## src/design/pcac_defines.svh

```systemverilog
`ifndef PCAC_DEFINES_SVH
`define PCAC_DEFINES_SVH

// ----------------------------------------
// Clock, line and gain control timing
// ----------------------------------------
`define PCAC_CLK_MHZ 40
`define PCAC_SHUTDOWN_DELAY_US 300
`define PCAC_DATA_VALID_US 300
`define PCAC_WAKE_UP_US 500
`define PCAC_ATTACK_INTERVAL_US 64
`define PCAC_HOLD_INTERVAL_US 512
`define PCAC_RELEASE_INTERVAL_US 256

// ----------------------------------------
// Register offsets
// ----------------------------------------
`define PCAC_STATUS_OFF 8'h00
`define PCAC_CTRL_OFF 8'h04
`define PCAC_LAST_COUNT_OFF 8'h08

// ----------------------------------------
// Status field positions
// ----------------------------------------
`define PCAC_ST_CFG_LSB 0
`define PCAC_ST_ATTEN_LSB 9
`define PCAC_ST_AWAKE_BIT 13
`define PCAC_ST_HIZ_BIT 14
`define PCAC_ST_SHUT_BIT 15

// ----------------------------------------
// Reset values
// ----------------------------------------
`define PCAC_CFG_DEFAULT 9'h1c7
`define PCAC_MAX_ATTEN_RESET 4'hf

`endif

```

## src/design/pcac_pkg.sv

```systemverilog
package pcac_pkg;

  localparam int PCAC_TW = 20;

  typedef enum logic [1:0] {
    PCAC_AWAKE,
    PCAC_SHUT,
    PCAC_WAKE
  } pcac_mode_t;

  // Amplifier configuration as set from the control line.
  typedef struct packed {
    logic agc_en;
    logic limit_en;
    logic gain18;
    logic [2:0] thd;
    logic [2:0] plim;
  } pcac_cfg_t;

  typedef struct packed {
    pcac_mode_t mode;
    logic line_prev;
    logic [5:0] pulse_cnt;
    logic [PCAC_TW-1:0] hi_cnt;
    logic [PCAC_TW-1:0] lo_cnt;
    logic [PCAC_TW-1:0] wake_cnt;
    pcac_cfg_t cfg;
    logic [5:0] last_count;
    logic [3:0] atten;
    logic [3:0] max_atten;
    logic [PCAC_TW-1:0] since_dec;
    logic [PCAC_TW-1:0] since_inc;
    logic bridge_hiz;
    logic amp_on;
    logic awready;
    logic wready;
    logic aw_got;
    logic w_got;
    logic [7:0] aw_addr;
    logic [31:0] wdata;
    logic wstrb0;
    logic bvalid;
    logic [1:0] bresp;
    logic arready;
    logic rvalid;
    logic [31:0] rdata;
    logic [1:0] rresp;
  } pcac_state_t;

endpackage

```

## src/design/pcac_top.sv

```systemverilog
// The AXI4-Lite interface to the registers and the placing of the registers are this design's own decisions.
`include "pcac_defines.svh"
`timescale 1ns/1ps
`default_nettype none

module pcac_top
  import pcac_pkg::*;
#(
  parameter int unsigned SD_CYC = `PCAC_SHUTDOWN_DELAY_US * `PCAC_CLK_MHZ,
  parameter int unsigned VALID_CYC = `PCAC_DATA_VALID_US * `PCAC_CLK_MHZ,
  parameter int unsigned WAKE_CYC = `PCAC_WAKE_UP_US * `PCAC_CLK_MHZ,
  parameter int unsigned ATTACK_CYC = `PCAC_ATTACK_INTERVAL_US * `PCAC_CLK_MHZ,
  parameter int unsigned HOLD_CYC = `PCAC_HOLD_INTERVAL_US * `PCAC_CLK_MHZ,
  parameter int unsigned RELEASE_CYC = `PCAC_RELEASE_INTERVAL_US * `PCAC_CLK_MHZ
) (
  input wire logic clk_in,
  input wire logic resetn_in,
  input wire logic config_line_in,
  input wire logic clip_near_in,
  input wire logic headroom_in,
  input wire logic over_current_in,
  output logic agc_en_out,
  output logic limit_en_out,
  output logic gain18_out,
  output logic [2:0] thd_sel_out,
  output logic [2:0] plim_sel_out,
  output logic [3:0] atten_out,
  output logic amp_on_out,
  output logic bridge_hiz_out,
  input wire logic [7:0] s_axi_awaddr,
  input wire logic s_axi_awvalid,
  output logic s_axi_awready,
  input wire logic [31:0] s_axi_wdata,
  input wire logic [3:0] s_axi_wstrb,
  input wire logic s_axi_wvalid,
  output logic s_axi_wready,
  output logic [1:0] s_axi_bresp,
  output logic s_axi_bvalid,
  input wire logic s_axi_bready,
  input wire logic [7:0] s_axi_araddr,
  input wire logic s_axi_arvalid,
  output logic s_axi_arready,
  output logic [31:0] s_axi_rdata,
  output logic [1:0] s_axi_rresp,
  output logic s_axi_rvalid,
  input wire logic s_axi_rready
);

  localparam logic [PCAC_TW-1:0] SD_L = PCAC_TW'(SD_CYC);
  localparam logic [PCAC_TW-1:0] VALID_L = PCAC_TW'(VALID_CYC);
  localparam logic [PCAC_TW-1:0] WAKE_L = PCAC_TW'(WAKE_CYC);
  localparam logic [PCAC_TW-1:0] ATT_L = PCAC_TW'(ATTACK_CYC);
  localparam logic [PCAC_TW-1:0] HOLD_L = PCAC_TW'(HOLD_CYC);
  localparam logic [PCAC_TW-1:0] REL_L = PCAC_TW'(RELEASE_CYC);
  localparam pcac_cfg_t CFG_DEF = pcac_cfg_t'(`PCAC_CFG_DEFAULT);

  pcac_state_t s;
  pcac_state_t next_s;
  logic rise;
  logic apply_now;

  // ----------------------------------------
  // Line edge and apply strobe
  // ----------------------------------------
  assign rise = config_line_in && !s.line_prev;
  assign apply_now = (s.mode == PCAC_AWAKE) && config_line_in && s.line_prev &&
                     (s.hi_cnt == VALID_L) && (s.pulse_cnt != 6'h00);

  // ----------------------------------------
  // Next state
  // ----------------------------------------
  always_comb begin
    logic [31:0] rd;
    rd = 32'h0000_0000;
    next_s = s;
    next_s.line_prev = config_line_in;

    unique case (s.mode)
      PCAC_AWAKE: begin
        if (config_line_in) begin
          next_s.lo_cnt = '0;
          if (rise) begin
            if (s.pulse_cnt != 6'h3f) begin
              next_s.pulse_cnt = s.pulse_cnt + 6'h01;
            end
            next_s.hi_cnt = '0;
          end else if (s.hi_cnt < VALID_L) begin
            next_s.hi_cnt = s.hi_cnt + 1'b1;
          end
        end else begin
          next_s.hi_cnt = '0;
          if (s.lo_cnt == SD_L - 1'b1) begin
            next_s.mode = PCAC_SHUT;
            next_s.pulse_cnt = 6'h00;
            next_s.lo_cnt = '0;
          end else begin
            next_s.lo_cnt = s.lo_cnt + 1'b1;
          end
        end
      end
      PCAC_SHUT: begin
        if (rise) begin
          next_s.mode = PCAC_WAKE;
          next_s.wake_cnt = '0;
        end
      end
      PCAC_WAKE: begin
        if (s.wake_cnt == WAKE_L - 1'b1) begin
          next_s.mode = PCAC_AWAKE;
          next_s.cfg = CFG_DEF;
          next_s.hi_cnt = '0;
          next_s.lo_cnt = '0;
          next_s.pulse_cnt = 6'h00;
        end else begin
          next_s.wake_cnt = s.wake_cnt + 1'b1;
        end
      end
      default: begin
        next_s.mode = PCAC_SHUT;
      end
    endcase

    // Pulse counts outside 1..23 fall through every branch.
    if (apply_now) begin
      next_s.pulse_cnt = 6'h00;
      next_s.last_count = s.pulse_cnt;
      if (s.pulse_cnt == 6'h01) begin
        next_s.cfg.agc_en = 1'b0;
      end else if (s.pulse_cnt == 6'h02) begin
        next_s.cfg.agc_en = 1'b1;
      end else if (s.pulse_cnt == 6'h03) begin
        next_s.cfg = CFG_DEF;
      end else if (s.pulse_cnt == 6'h04) begin
        next_s.cfg.gain18 = 1'b0;
      end else if (s.pulse_cnt == 6'h05) begin
        next_s.cfg.gain18 = 1'b1;
      end else if (s.pulse_cnt <= 6'h0d) begin
        next_s.cfg.thd = 3'(s.pulse_cnt - 6'h06);
      end else if (s.pulse_cnt == 6'h0e) begin
        next_s.cfg.limit_en = 1'b1;
      end else if (s.pulse_cnt == 6'h0f) begin
        next_s.cfg.limit_en = 1'b0;
      end else if (s.pulse_cnt <= 6'h17) begin
        next_s.cfg.plim = 3'(s.pulse_cnt - 6'h10);
      end
    end

    // Gain control: atten counts gain steps removed from the amplifier.
    if (s.since_dec != '1) begin
      next_s.since_dec = s.since_dec + 1'b1;
    end
    if (s.since_inc != '1) begin
      next_s.since_inc = s.since_inc + 1'b1;
    end
    if (!next_s.cfg.agc_en || (next_s.mode != PCAC_AWAKE)) begin
      next_s.atten = 4'h0;
    end else if (clip_near_in && (s.atten < s.max_atten) && (s.since_dec >= ATT_L)) begin
      next_s.atten = s.atten + 4'h1;
      next_s.since_dec = '0;
    end else if (!clip_near_in && headroom_in && (s.atten != 4'h0) &&
                 (s.since_dec >= HOLD_L) && (s.since_inc >= REL_L)) begin
      next_s.atten = s.atten - 4'h1;
      next_s.since_inc = '0;
    end

    next_s.bridge_hiz = over_current_in || (next_s.mode != PCAC_AWAKE);
    next_s.amp_on = (next_s.mode == PCAC_AWAKE);

    // ----------------------------------------
    // AXI4-Lite write
    // ----------------------------------------
    if (s.awready && s_axi_awvalid) begin
      next_s.aw_got = 1'b1;
      next_s.aw_addr = s_axi_awaddr;
    end
    if (s.wready && s_axi_wvalid) begin
      next_s.w_got = 1'b1;
      next_s.wdata = s_axi_wdata;
      next_s.wstrb0 = s_axi_wstrb[0];
    end
    if (s.bvalid && s_axi_bready) begin
      next_s.bvalid = 1'b0;
    end
    if (s.aw_got && s.w_got && !s.bvalid) begin
      next_s.aw_got = 1'b0;
      next_s.w_got = 1'b0;
      next_s.bvalid = 1'b1;
      next_s.bresp = 2'h0;
      if (s.aw_addr[7:2] == 6'(`PCAC_CTRL_OFF >> 2)) begin
        if (s.wstrb0) begin
          next_s.max_atten = s.wdata[3:0];
        end
      end else if ((s.aw_addr[7:2] != 6'(`PCAC_STATUS_OFF >> 2)) &&
                   (s.aw_addr[7:2] != 6'(`PCAC_LAST_COUNT_OFF >> 2))) begin
        next_s.bresp = 2'h2;
      end
    end
    next_s.awready = !next_s.aw_got && !next_s.bvalid;
    next_s.wready = !next_s.w_got && !next_s.bvalid;

    // ----------------------------------------
    // AXI4-Lite read
    // ----------------------------------------
    if (s.rvalid && s_axi_rready) begin
      next_s.rvalid = 1'b0;
    end
    if (s.arready && s_axi_arvalid) begin
      next_s.rvalid = 1'b1;
      next_s.rresp = 2'h0;
      if (s_axi_araddr[7:2] == 6'(`PCAC_STATUS_OFF >> 2)) begin
        rd[`PCAC_ST_CFG_LSB +: 9] = s.cfg;
        rd[`PCAC_ST_ATTEN_LSB +: 4] = s.atten;
        rd[`PCAC_ST_AWAKE_BIT] = (s.mode == PCAC_AWAKE);
        rd[`PCAC_ST_HIZ_BIT] = s.bridge_hiz;
        rd[`PCAC_ST_SHUT_BIT] = (s.mode == PCAC_SHUT);
      end else if (s_axi_araddr[7:2] == 6'(`PCAC_CTRL_OFF >> 2)) begin
        rd[3:0] = s.max_atten;
      end else if (s_axi_araddr[7:2] == 6'(`PCAC_LAST_COUNT_OFF >> 2)) begin
        rd[5:0] = s.last_count;
      end else begin
        next_s.rresp = 2'h2;
      end
      next_s.rdata = rd;
    end
    next_s.arready = !next_s.rvalid;
  end

  // ----------------------------------------
  // State register
  // ----------------------------------------
  always_ff @(posedge clk_in) begin
    if (!resetn_in) begin
      s <= '0;
      s.mode <= PCAC_AWAKE;
      s.line_prev <= 1'b1;
      s.amp_on <= 1'b1;
      s.cfg <= CFG_DEF;
      s.max_atten <= `PCAC_MAX_ATTEN_RESET;
      s.awready <= 1'b1;
      s.wready <= 1'b1;
      s.arready <= 1'b1;
    end else begin
      s <= next_s;
    end
  end

  // ----------------------------------------
  // Outputs
  // ----------------------------------------
  assign agc_en_out = s.cfg.agc_en;
  assign limit_en_out = s.cfg.limit_en;
  assign gain18_out = s.cfg.gain18;
  assign thd_sel_out = s.cfg.thd;
  assign plim_sel_out = s.cfg.plim;
  assign atten_out = s.atten;
  assign amp_on_out = s.amp_on;
  assign bridge_hiz_out = s.bridge_hiz;
  assign s_axi_awready = s.awready;
  assign s_axi_wready = s.wready;
  assign s_axi_bvalid = s.bvalid;
  assign s_axi_bresp = s.bresp;
  assign s_axi_arready = s.arready;
  assign s_axi_rvalid = s.rvalid;
  assign s_axi_rdata = s.rdata;
  assign s_axi_rresp = s.rresp;
endmodule

`default_nettype wire

```

## config.mk

```make
export PLATFORM = sky130hd
export DESIGN_NAME = pcac_top
export DESIGN_NICKNAME = d
export VERILOG_FILES = /design/src/design/pcac_pkg.sv /design/src/design/pcac_top.sv
export VERILOG_INCLUDE_DIRS = /design/src /design/src/design
export SDC_FILE = /design/constraint.sdc
export NUM_CORES = 1
export LEC_CHECK = 0
export ABC_AREA = 1
export BUFFER_PORTS_ARGS = -buffer_cell sky130_fd_sc_hd__buf_2
export CAP_MARGIN = 20
export CORE_MARGIN = 3
export CORE_UTILIZATION = 55
export DETAILED_ROUTE_END_ITERATION = 10
export GPL_TIMING_DRIVEN = 0
export PLACE_DENSITY = 0.75
export SLEW_MARGIN = 20
export SYNTH_ARGS = -nofsm -noshare
export SYNTH_HDL_FRONTEND = slang
export SYNTH_SLANG_ARGS = --single-unit
```

## constraint.sdc

```tcl
create_clock -name clk_in -period 5.85 [get_ports clk_in]
set_input_delay 0.585 -clock clk_in [delete_from_list [all_inputs] [get_ports clk_in]]
set_output_delay 0.585 -clock clk_in [all_outputs]
set_load 0.01 [all_outputs]
```

==> results of run 1 <==
## cells in the mapped netlist (all sizes together), types with 9 or more instances
| master | instances |
|---|---|
| nor3 | 40 |
| buf | 70 |
| nand3 | 89 |
| nand2 | 322 |
| nor2 | 231 |
| inv | 164 |
| o21ai | 76 |
| dfxtp | 170 |
| or2 | 9 |
| ha | 18 |
| nand4 | 46 |
| a21oi | 80 |
| xor2 | 29 |
| clkbuf | 18 |
| xnor2 | 11 |
## path summary, 6_finish.rpt
| kind | cells after the start | slack [ps] | from | to |
|---|---|---|---|---|
| worst max-delay path | 14 | 3490 | atten_out[1] | atten_out[3] |
| worst min-delay path | 3 | 390 | over_current_in | bridge_hiz_out |
| worst max register to register | 14 | 3490 | atten_out[1] | atten_out[3] |
| worst min register to register | 2 | 440 | s[207] | s[207] |
## per-layer routing
layer / track usage, % / vias to the layer above / routed length (µm)
met4: 8.672 / 0 / 563
met3: 4.346 / 42 / 1225
met2: 40.92 / 209 / 10930
li1: - / 4690 / -
met1: 32.87 / 4019 / 10620
met5: 0 / - / 0
## where the power goes
| group | leakage (µW) | internal (µW) | total [µW] | switching, µW |
|---|---|---|---|---|
| clock network | 0.000304 | 731 | 1180 | 453 |
| logic | 0.00297 | 61.3 | 166 | 104 |
| registers | 0.00138 | 1180 | 1200 | 18.0 |
| total | 0.00465 | 1980 | 2550 | 575 |
## worst register-to-register path, stage by stage, from the launching register on
cell and delay, ps:
dfxtp_1 490, ha_1 280, o21ai_0 70, nand2_1 70, nand3_1 90, nand4_1 220
ha_1 400, nand2_1 80, nand2_1 40, a31oi_1 170, inv_1 60, nand2_1 80
nand3_1 70, nand2_1 70, nor2_1 40
## sequential cells by signal, summed over array words and instances (netlist names)
name	count
plim_sel_out	3
bridge_hiz_out	1
gain18_out	1
s_axi_bresp	1
s_axi_awready	1
s_axi_rresp	1
agc_en_out	1
atten_out	4
s_axi_rdata	16
s	132
s_axi_wready	1
s_axi_rvalid	1
s_axi_bvalid	1
s_axi_arready	1
limit_en_out	1
amp_on_out	1
thd_sel_out	3
## cell type report
class	count	area, µm²	share of cell area, %
clock buffers	22	464.2	4.289
flip-flops and latches	170	3403	31.44
repair buffers	65	325.3	3.006
well taps	220	275.3	2.543
plain buffers	88	586.8	5.422
clock inverters	9	145.1	1.341
inverters	167	634.4	5.861
multi-input cells	1008	4989	46.09
## cell families (layout without fill, tap and decap cells)
group | after synthesis | after routing | share of synthesized area (%)
AOI/OAI and AO/OA | 186 | 186 | 10.68
other | 1 | 18 | 0.03927
DFF | 170 | 170 | 35.64
muxes | 1 | 1 | 0.1048
buffers and inverters | 255 | 351 | 12.79
adders and majority gates | 19 | 19 | 2.568
xor gates and xnor gates | 40 | 40 | 3.669
and+or+nand+nor | 744 | 744 | 34.51
## through the flow
| step | instance area [µm²] | setup slack, ps | std cells | hold slack [ps] |
|---|---|---|---|---|
| final | 10820 | 3492 | 1749 | 391.7 |
| after global routing | 10820 | 3241 | 1749 | 400.3 |
| after CTS | 10820 | 3484 | 1749 | 380.8 |
| after detailed placement | 10210 | 3497 | 1718 | 436.1 |
| after global placement | 10210 | 3549 | 1718 | 430.3 |
| after floorplan | 9613 | 3761 | 1433 | 423.7 |
==> flow_metrics.env, run 1 <==
export IMPL_status="finished clean"
export IMPL_drv_slew=0
export IMPL_syn_avg_cell_area_um2=6.744
export IMPL_nNetsFinal=1599
export IMPL_cp_end_kind="register"
export IMPL_cp_top_family="simple AND/OR/NAND/NOR gates"
export IMPL_drt_iter0_drc=531
export IMPL_post_dp_hpwl_um=17450
export IMPL_critPathBufInv=1
export IMPL_worst_slew_pin_slew_ps=726.3
export IMPL_fin_util_pct=64.58
export IMPL_cp_required_ps=6170
export IMPL_async_reset_ff_share_pct=0
export IMPL_slew_headroom_pct=51.58
export IMPL_worstPathArrival_ps=2680
export IMPL_power_total_uw=2551
export IMPL_cts_setup_buffers=0
export IMPL_die_h_um=137.8
export IMPL_ctsHoldBuffers=0
export IMPL_synth_cell_types=47
export IMPL_finalCriticalPeriod_ps=2358
export IMPL_grt_max_degree=17
export IMPL_setup_viol=0
export IMPL_synthFlopType="dfxtp_1"
export IMPL_critical_path_max_fanout=7
export IMPL_htree_levels=4
export IMPL_grt_pass1_wl_um=37950
export IMPL_die_w_um=137.8
export IMPL_first_global_vias=7996
export IMPL_first_pass_iters=5
export IMPL_crit_path_start_kind="register"
export IMPL_ys_seq_area_share_pct=35.64
export IMPL_cts_sinks=170
export IMPL_synth_edf_count=0
export IMPL_gr_total_overflow=0
export IMPL_hold_viol_final=0
export IMPL_final_common_cell="nand2_1"
export IMPL_rows=47
export IMPL_wirelength_um=23340
export IMPL_drc_errors=0
export IMPL_clk_pin_slew_ps=60
export IMPL_initial_core_util_pct=56.98
export IMPL_port_buffers=65
export IMPL_drive_gt1_share_pct=15.24
export IMPL_clockRootBuffer="clkbuf_16"
export IMPL_synth_seq_cells=170
export IMPL_numCtsBuffers=17
export IMPL_cpMaxStageDelayCell="dfxtp_1"
export IMPL_groute_usage_overall_pct=24.85
export IMPL_ys_top_cells_by_area="dfxtp_1 (36%), nand2_1 (12%), nor2_1 (7.9%)"
export IMPL_layout_cells_most_common_list="nand2_1 (307), nor2_1 (200), dfxtp_1 (170)"
export IMPL_tns_ps=0
export IMPL_place_gp_congestion=0.9654
export IMPL_die_area_um2=18980
export IMPL_cap_violations=0
export IMPL_vias=8960
export IMPL_yosysWarnings=0
export IMPL_diodes=0
export IMPL_synth_area_um2=9549
export IMPL_core_area_um2=16760
export IMPL_fillers=1554
export IMPL_wire_per_inst_um=13.34
export IMPL_syn_to_final_growth_pct=13.34
export IMPL_clock_tree_buffer_depth=2
export IMPL_netlist_instances=1416
export IMPL_worstSkewPairLatency_ps=440
export IMPL_hold_class="in2reg"
export IMPL_vdd_drop_max_mv=0.2187
export IMPL_io_pins=119
export IMPL_synth_top_area_share_pct=35.64
export IMPL_criticalPathCategory="reg2reg"
export IMPL_vias_per_cell=5.123
export IMPL_antenna_left=0
export IMPL_fmax_mhz=424.0
export IMPL_cp_cell_sequence="ha_1, o21ai_0, nand2_1, nand3_1, nand4_1, ha_1, nand2_1, nand2_1, a31oi_1, inv_1, nand2_1, nand3_1, nand2_1, nor2_1"
export IMPL_antenna_found_initial=0
export IMPL_powerDensity_nw_per_um2=235.7
export IMPL_critPathMostFrequentCell="nand2_1"
export IMPL_cts_resized_gates=0
export IMPL_cts_tree="built"
export IMPL_synth_top_cell_by_area="dfxtp_1"
export IMPL_rsz0062_at_grt="no"
export IMPL_finalCritPeriodShare_pct=40.31
export IMPL_cp_slowest_stage_delay_ps=490
export IMPL_p_leak_uw=0.004651
export IMPL_skew_ps=8.144
Power figures use the tool's default switching activity.
==> run 2, diff against run 1 <==
- ABC_AREA: 1 -> 0
- CORE_UTILIZATION: 55 -> 52
- clock period: 5.85 -> 1.9 ns (I/O delays scaled with it)
==> run 2 against run 1 <==
  * Flip-flop and latch count stayed put
  * Highest routed layer unchanged
  * Sequential power grew to 3.0 times the previous value
  * Worst hold slack worse by 340 ps
  * Largest cell class unchanged
  * The run now ends with setup timing left
  * Setup slack worse by 3900 ps
==> flow_metrics.env, run 2 <==
export IMPL_status="complete, but fails checks"
export IMPL_violations="setup timing"
export IMPL_hold_class="in2reg"
export IMPL_p_leak_uw=0.004659
export IMPL_wire_per_inst_um=17.08
export IMPL_die_h_um=133.0
export IMPL_powerDensity_nw_per_um2=685.8
export IMPL_clockRootBuffer="clkbuf_16"
export IMPL_cp_required_ps=2230
export IMPL_hold_viol_final=0
export IMPL_ys_top_cells_by_area="dfxtp_1 (41%), nor2_1 (6.3%), nand2_1 (4.9%)"
export IMPL_final_common_cell="dfxtp_1"
export IMPL_die_area_um2=17680
export IMPL_cts_sinks=170
export IMPL_switching_share_pct=22.63
export IMPL_rsz0062_at_grt="yes"
export IMPL_first_global_vias=7043
export IMPL_tns_ps=-20590
export IMPL_critical_path_max_fanout=6
export IMPL_post_dp_hpwl_um=13660
export IMPL_drv_slew=0
export IMPL_regMostFlops="s"
export IMPL_place_gp_congestion=0.8659
export IMPL_worstSkewPairLatency_ps=430
export IMPL_vdd_drop_max_mv=0.7185
export IMPL_numCtsBuffers=17
export IMPL_p_sw_uw=1822
export IMPL_grt_max_degree=17
export IMPL_io_pins=119
export IMPL_synth_cell_types=70
export IMPL_drive_gt1_share_pct=35.41
export IMPL_antenna_found_initial=0
export IMPL_syn_to_final_growth_pct=40.10
export IMPL_async_reset_ff_share_pct=0
export IMPL_cap_violations=0
export IMPL_fin_util_pct=75.83
export IMPL_synth_area_um2=8381
export IMPL_core_area_um2=15480
export IMPL_grt_pass1_wl_um=34310
export IMPL_nNetsFinal=1286
export IMPL_ys_seq_area_share_pct=40.61
export IMPL_crit_path_start_kind="register"
export IMPL_drt_iter0_drc=709
export IMPL_worstPathArrival_ps=2660
export IMPL_synth_most_common_cell="dfxtp_1"
export IMPL_criticalPathCategory="reg2reg"
export IMPL_netlist_top_cells_count="dfxtp_1 (170), nor2_1 (141), nand2_1 (109)"
export IMPL_drc_errors=0
export IMPL_clk_pin_slew_ps=70
export IMPL_p_comb_share_pct=7.5
export IMPL_yosysWarnings=0
export IMPL_initial_core_util_pct=54.13
export IMPL_cts_tree="built"
export IMPL_finalCriticalPeriod_ps=2330
export IMPL_synth_edf_count=0
export IMPL_wirelength_um=24390
export IMPL_cp_end_kind="register"
export IMPL_synthFlopType="dfxtp_1"
export IMPL_rows=45
export IMPL_fmax_mhz=429.1
export IMPL_setup_viol=107
export IMPL_p_seq_share_pct=45.4
export IMPL_worst_slack_ps=-430.5
export IMPL_netlist_instances=1019
export IMPL_skew_ps=9.548
export IMPL_first_pass_iters=5
export IMPL_die_w_um=133.0
export IMPL_worst_slew_pin_slew_ps=853.5
export IMPL_fillers=981
export IMPL_clockPowerShare_pct=47.2
export IMPL_htree_levels=4
export IMPL_synth_seq_cells=170
export IMPL_vias_per_cell=5.725
export IMPL_port_buffers=63
export IMPL_synth_top_cell_by_area="dfxtp_1"
export IMPL_diodes=0
export IMPL_vias=8175
export IMPL_layout_cells_most_common_list="dfxtp_1 (128), nor2_1 (109), nand2_1 (103)"
export IMPL_gr_total_overflow=0
export IMPL_slew_headroom_pct=43.10
export IMPL_finalCritPeriodShare_pct=122.7
export IMPL_groute_usage_overall_pct=23.36
export IMPL_antenna_left=0
export IMPL_synth_top_area_share_pct=40.61
export IMPL_largest_register_ffs=132
export IMPL_syn_avg_cell_area_um2=8.224
export IMPL_p_int_uw=6230
export IMPL_clock_tree_buffer_depth=2
[run 2: layout make-up]
cell class              count  area [µm²]  share of cell area (%)
clock inverters            12       196.4                   1.673
flip-flops and latches    170        3496                   29.77
well taps                 211       264.0                   2.248
plain buffers              78       644.4                   5.488
inverters                  29       113.9                  0.9697
clock buffers              20       446.7                   3.804
repair buffers            155        1189                   10.12
multi-input cells         753        5391                   45.92
[run 2: power by group through the flow]
stage | Sequential, µW | Clock [µW] | Combinational, µW
after floorplan | 3740 | 0 | 300
after CTS | 3660 | 3820 | 534
final | 3650 | 3800 | 602
after global routing | 3660 | 3980 | 648
after global placement | 3750 | 0 | 431
after detailed placement | 3750 | 0 | 437
[run 2: what timing repair did]
item / 4_1_cts / 5_1_grt
hold endpoints to repair: 12 / 0
endpoints found under the setup margin: 125 / 124
pin swaps: 64 / 63
hold buffers: 12 / 0
gates resized for setup: 152 / 173
setup buffers: 42 / 35
cloned: 4 / 3
[run 2: final timing paths]
check                 start               to  slack, ps  cells after the start
max                  s[195]           s[122]       -430                     11
min            s_axi_rready     s_axi_rvalid         50                      4
max reg2reg          s[195]           s[122]       -430                     11
min reg2reg  bridge_hiz_out  s_axi_rdata[14]        450                      2
[run 2: cell families after synthesis]
| logic type | Yosys count | share of synthesized area, % |
|---|---|---|
| compound gates | 164 | 12.21 |
| xor+xnor | 56 | 5.852 |
| fa+ha+maj | 19 | 2.926 |
| buf+inv | 113 | 7.435 |
| flops | 170 | 40.61 |
| mux | 18 | 2.150 |
| other cells | 1 | 0.04475 |
| simple gates | 478 | 28.77 |
[run 2: layer usage]
metal | vias up | global-route usage (%) | part of all wire (%)
li1 | 3888 | - | -
met1 | 3820 | 31.39 | 42
met2 | 396 | 37.70 | 48
met3 | 71 | 5.019 | 6.9
met4 | 0 | 7.217 | 2.7
met5 | - | 0 | 0
[run 2: through the flow]
step | cells | worst slack (ps) | hold slack, ps | power, µW | cell area [µm²]
after detailed placement | 1310 | -680.6 | 422.9 | 4184 | 9148
after floorplan | 1036 | -290.9 | 291.5 | 4044 | 8568
after global routing | 1428 | -573.9 | 82.60 | 8287 | 11740
final | 1428 | -430.5 | 48.03 | 8052 | 11740
after global placement | 1310 | -647.2 | 419.3 | 4177 | 9148
after CTS | 1397 | -339.7 | 34.25 | 8012 | 10840
[run 2: critical path, cell delays in order (launching register included)]
cell,delay (ps)
dfxtp_1,370
and3_1,200
buf_6,130
nand4_1,120
buf_4,180
buf_6,110
nor3_2,210
and3_2,310
o41ai_4,100
buf_6,150
clkbuf_16,160
nor3b_1,210
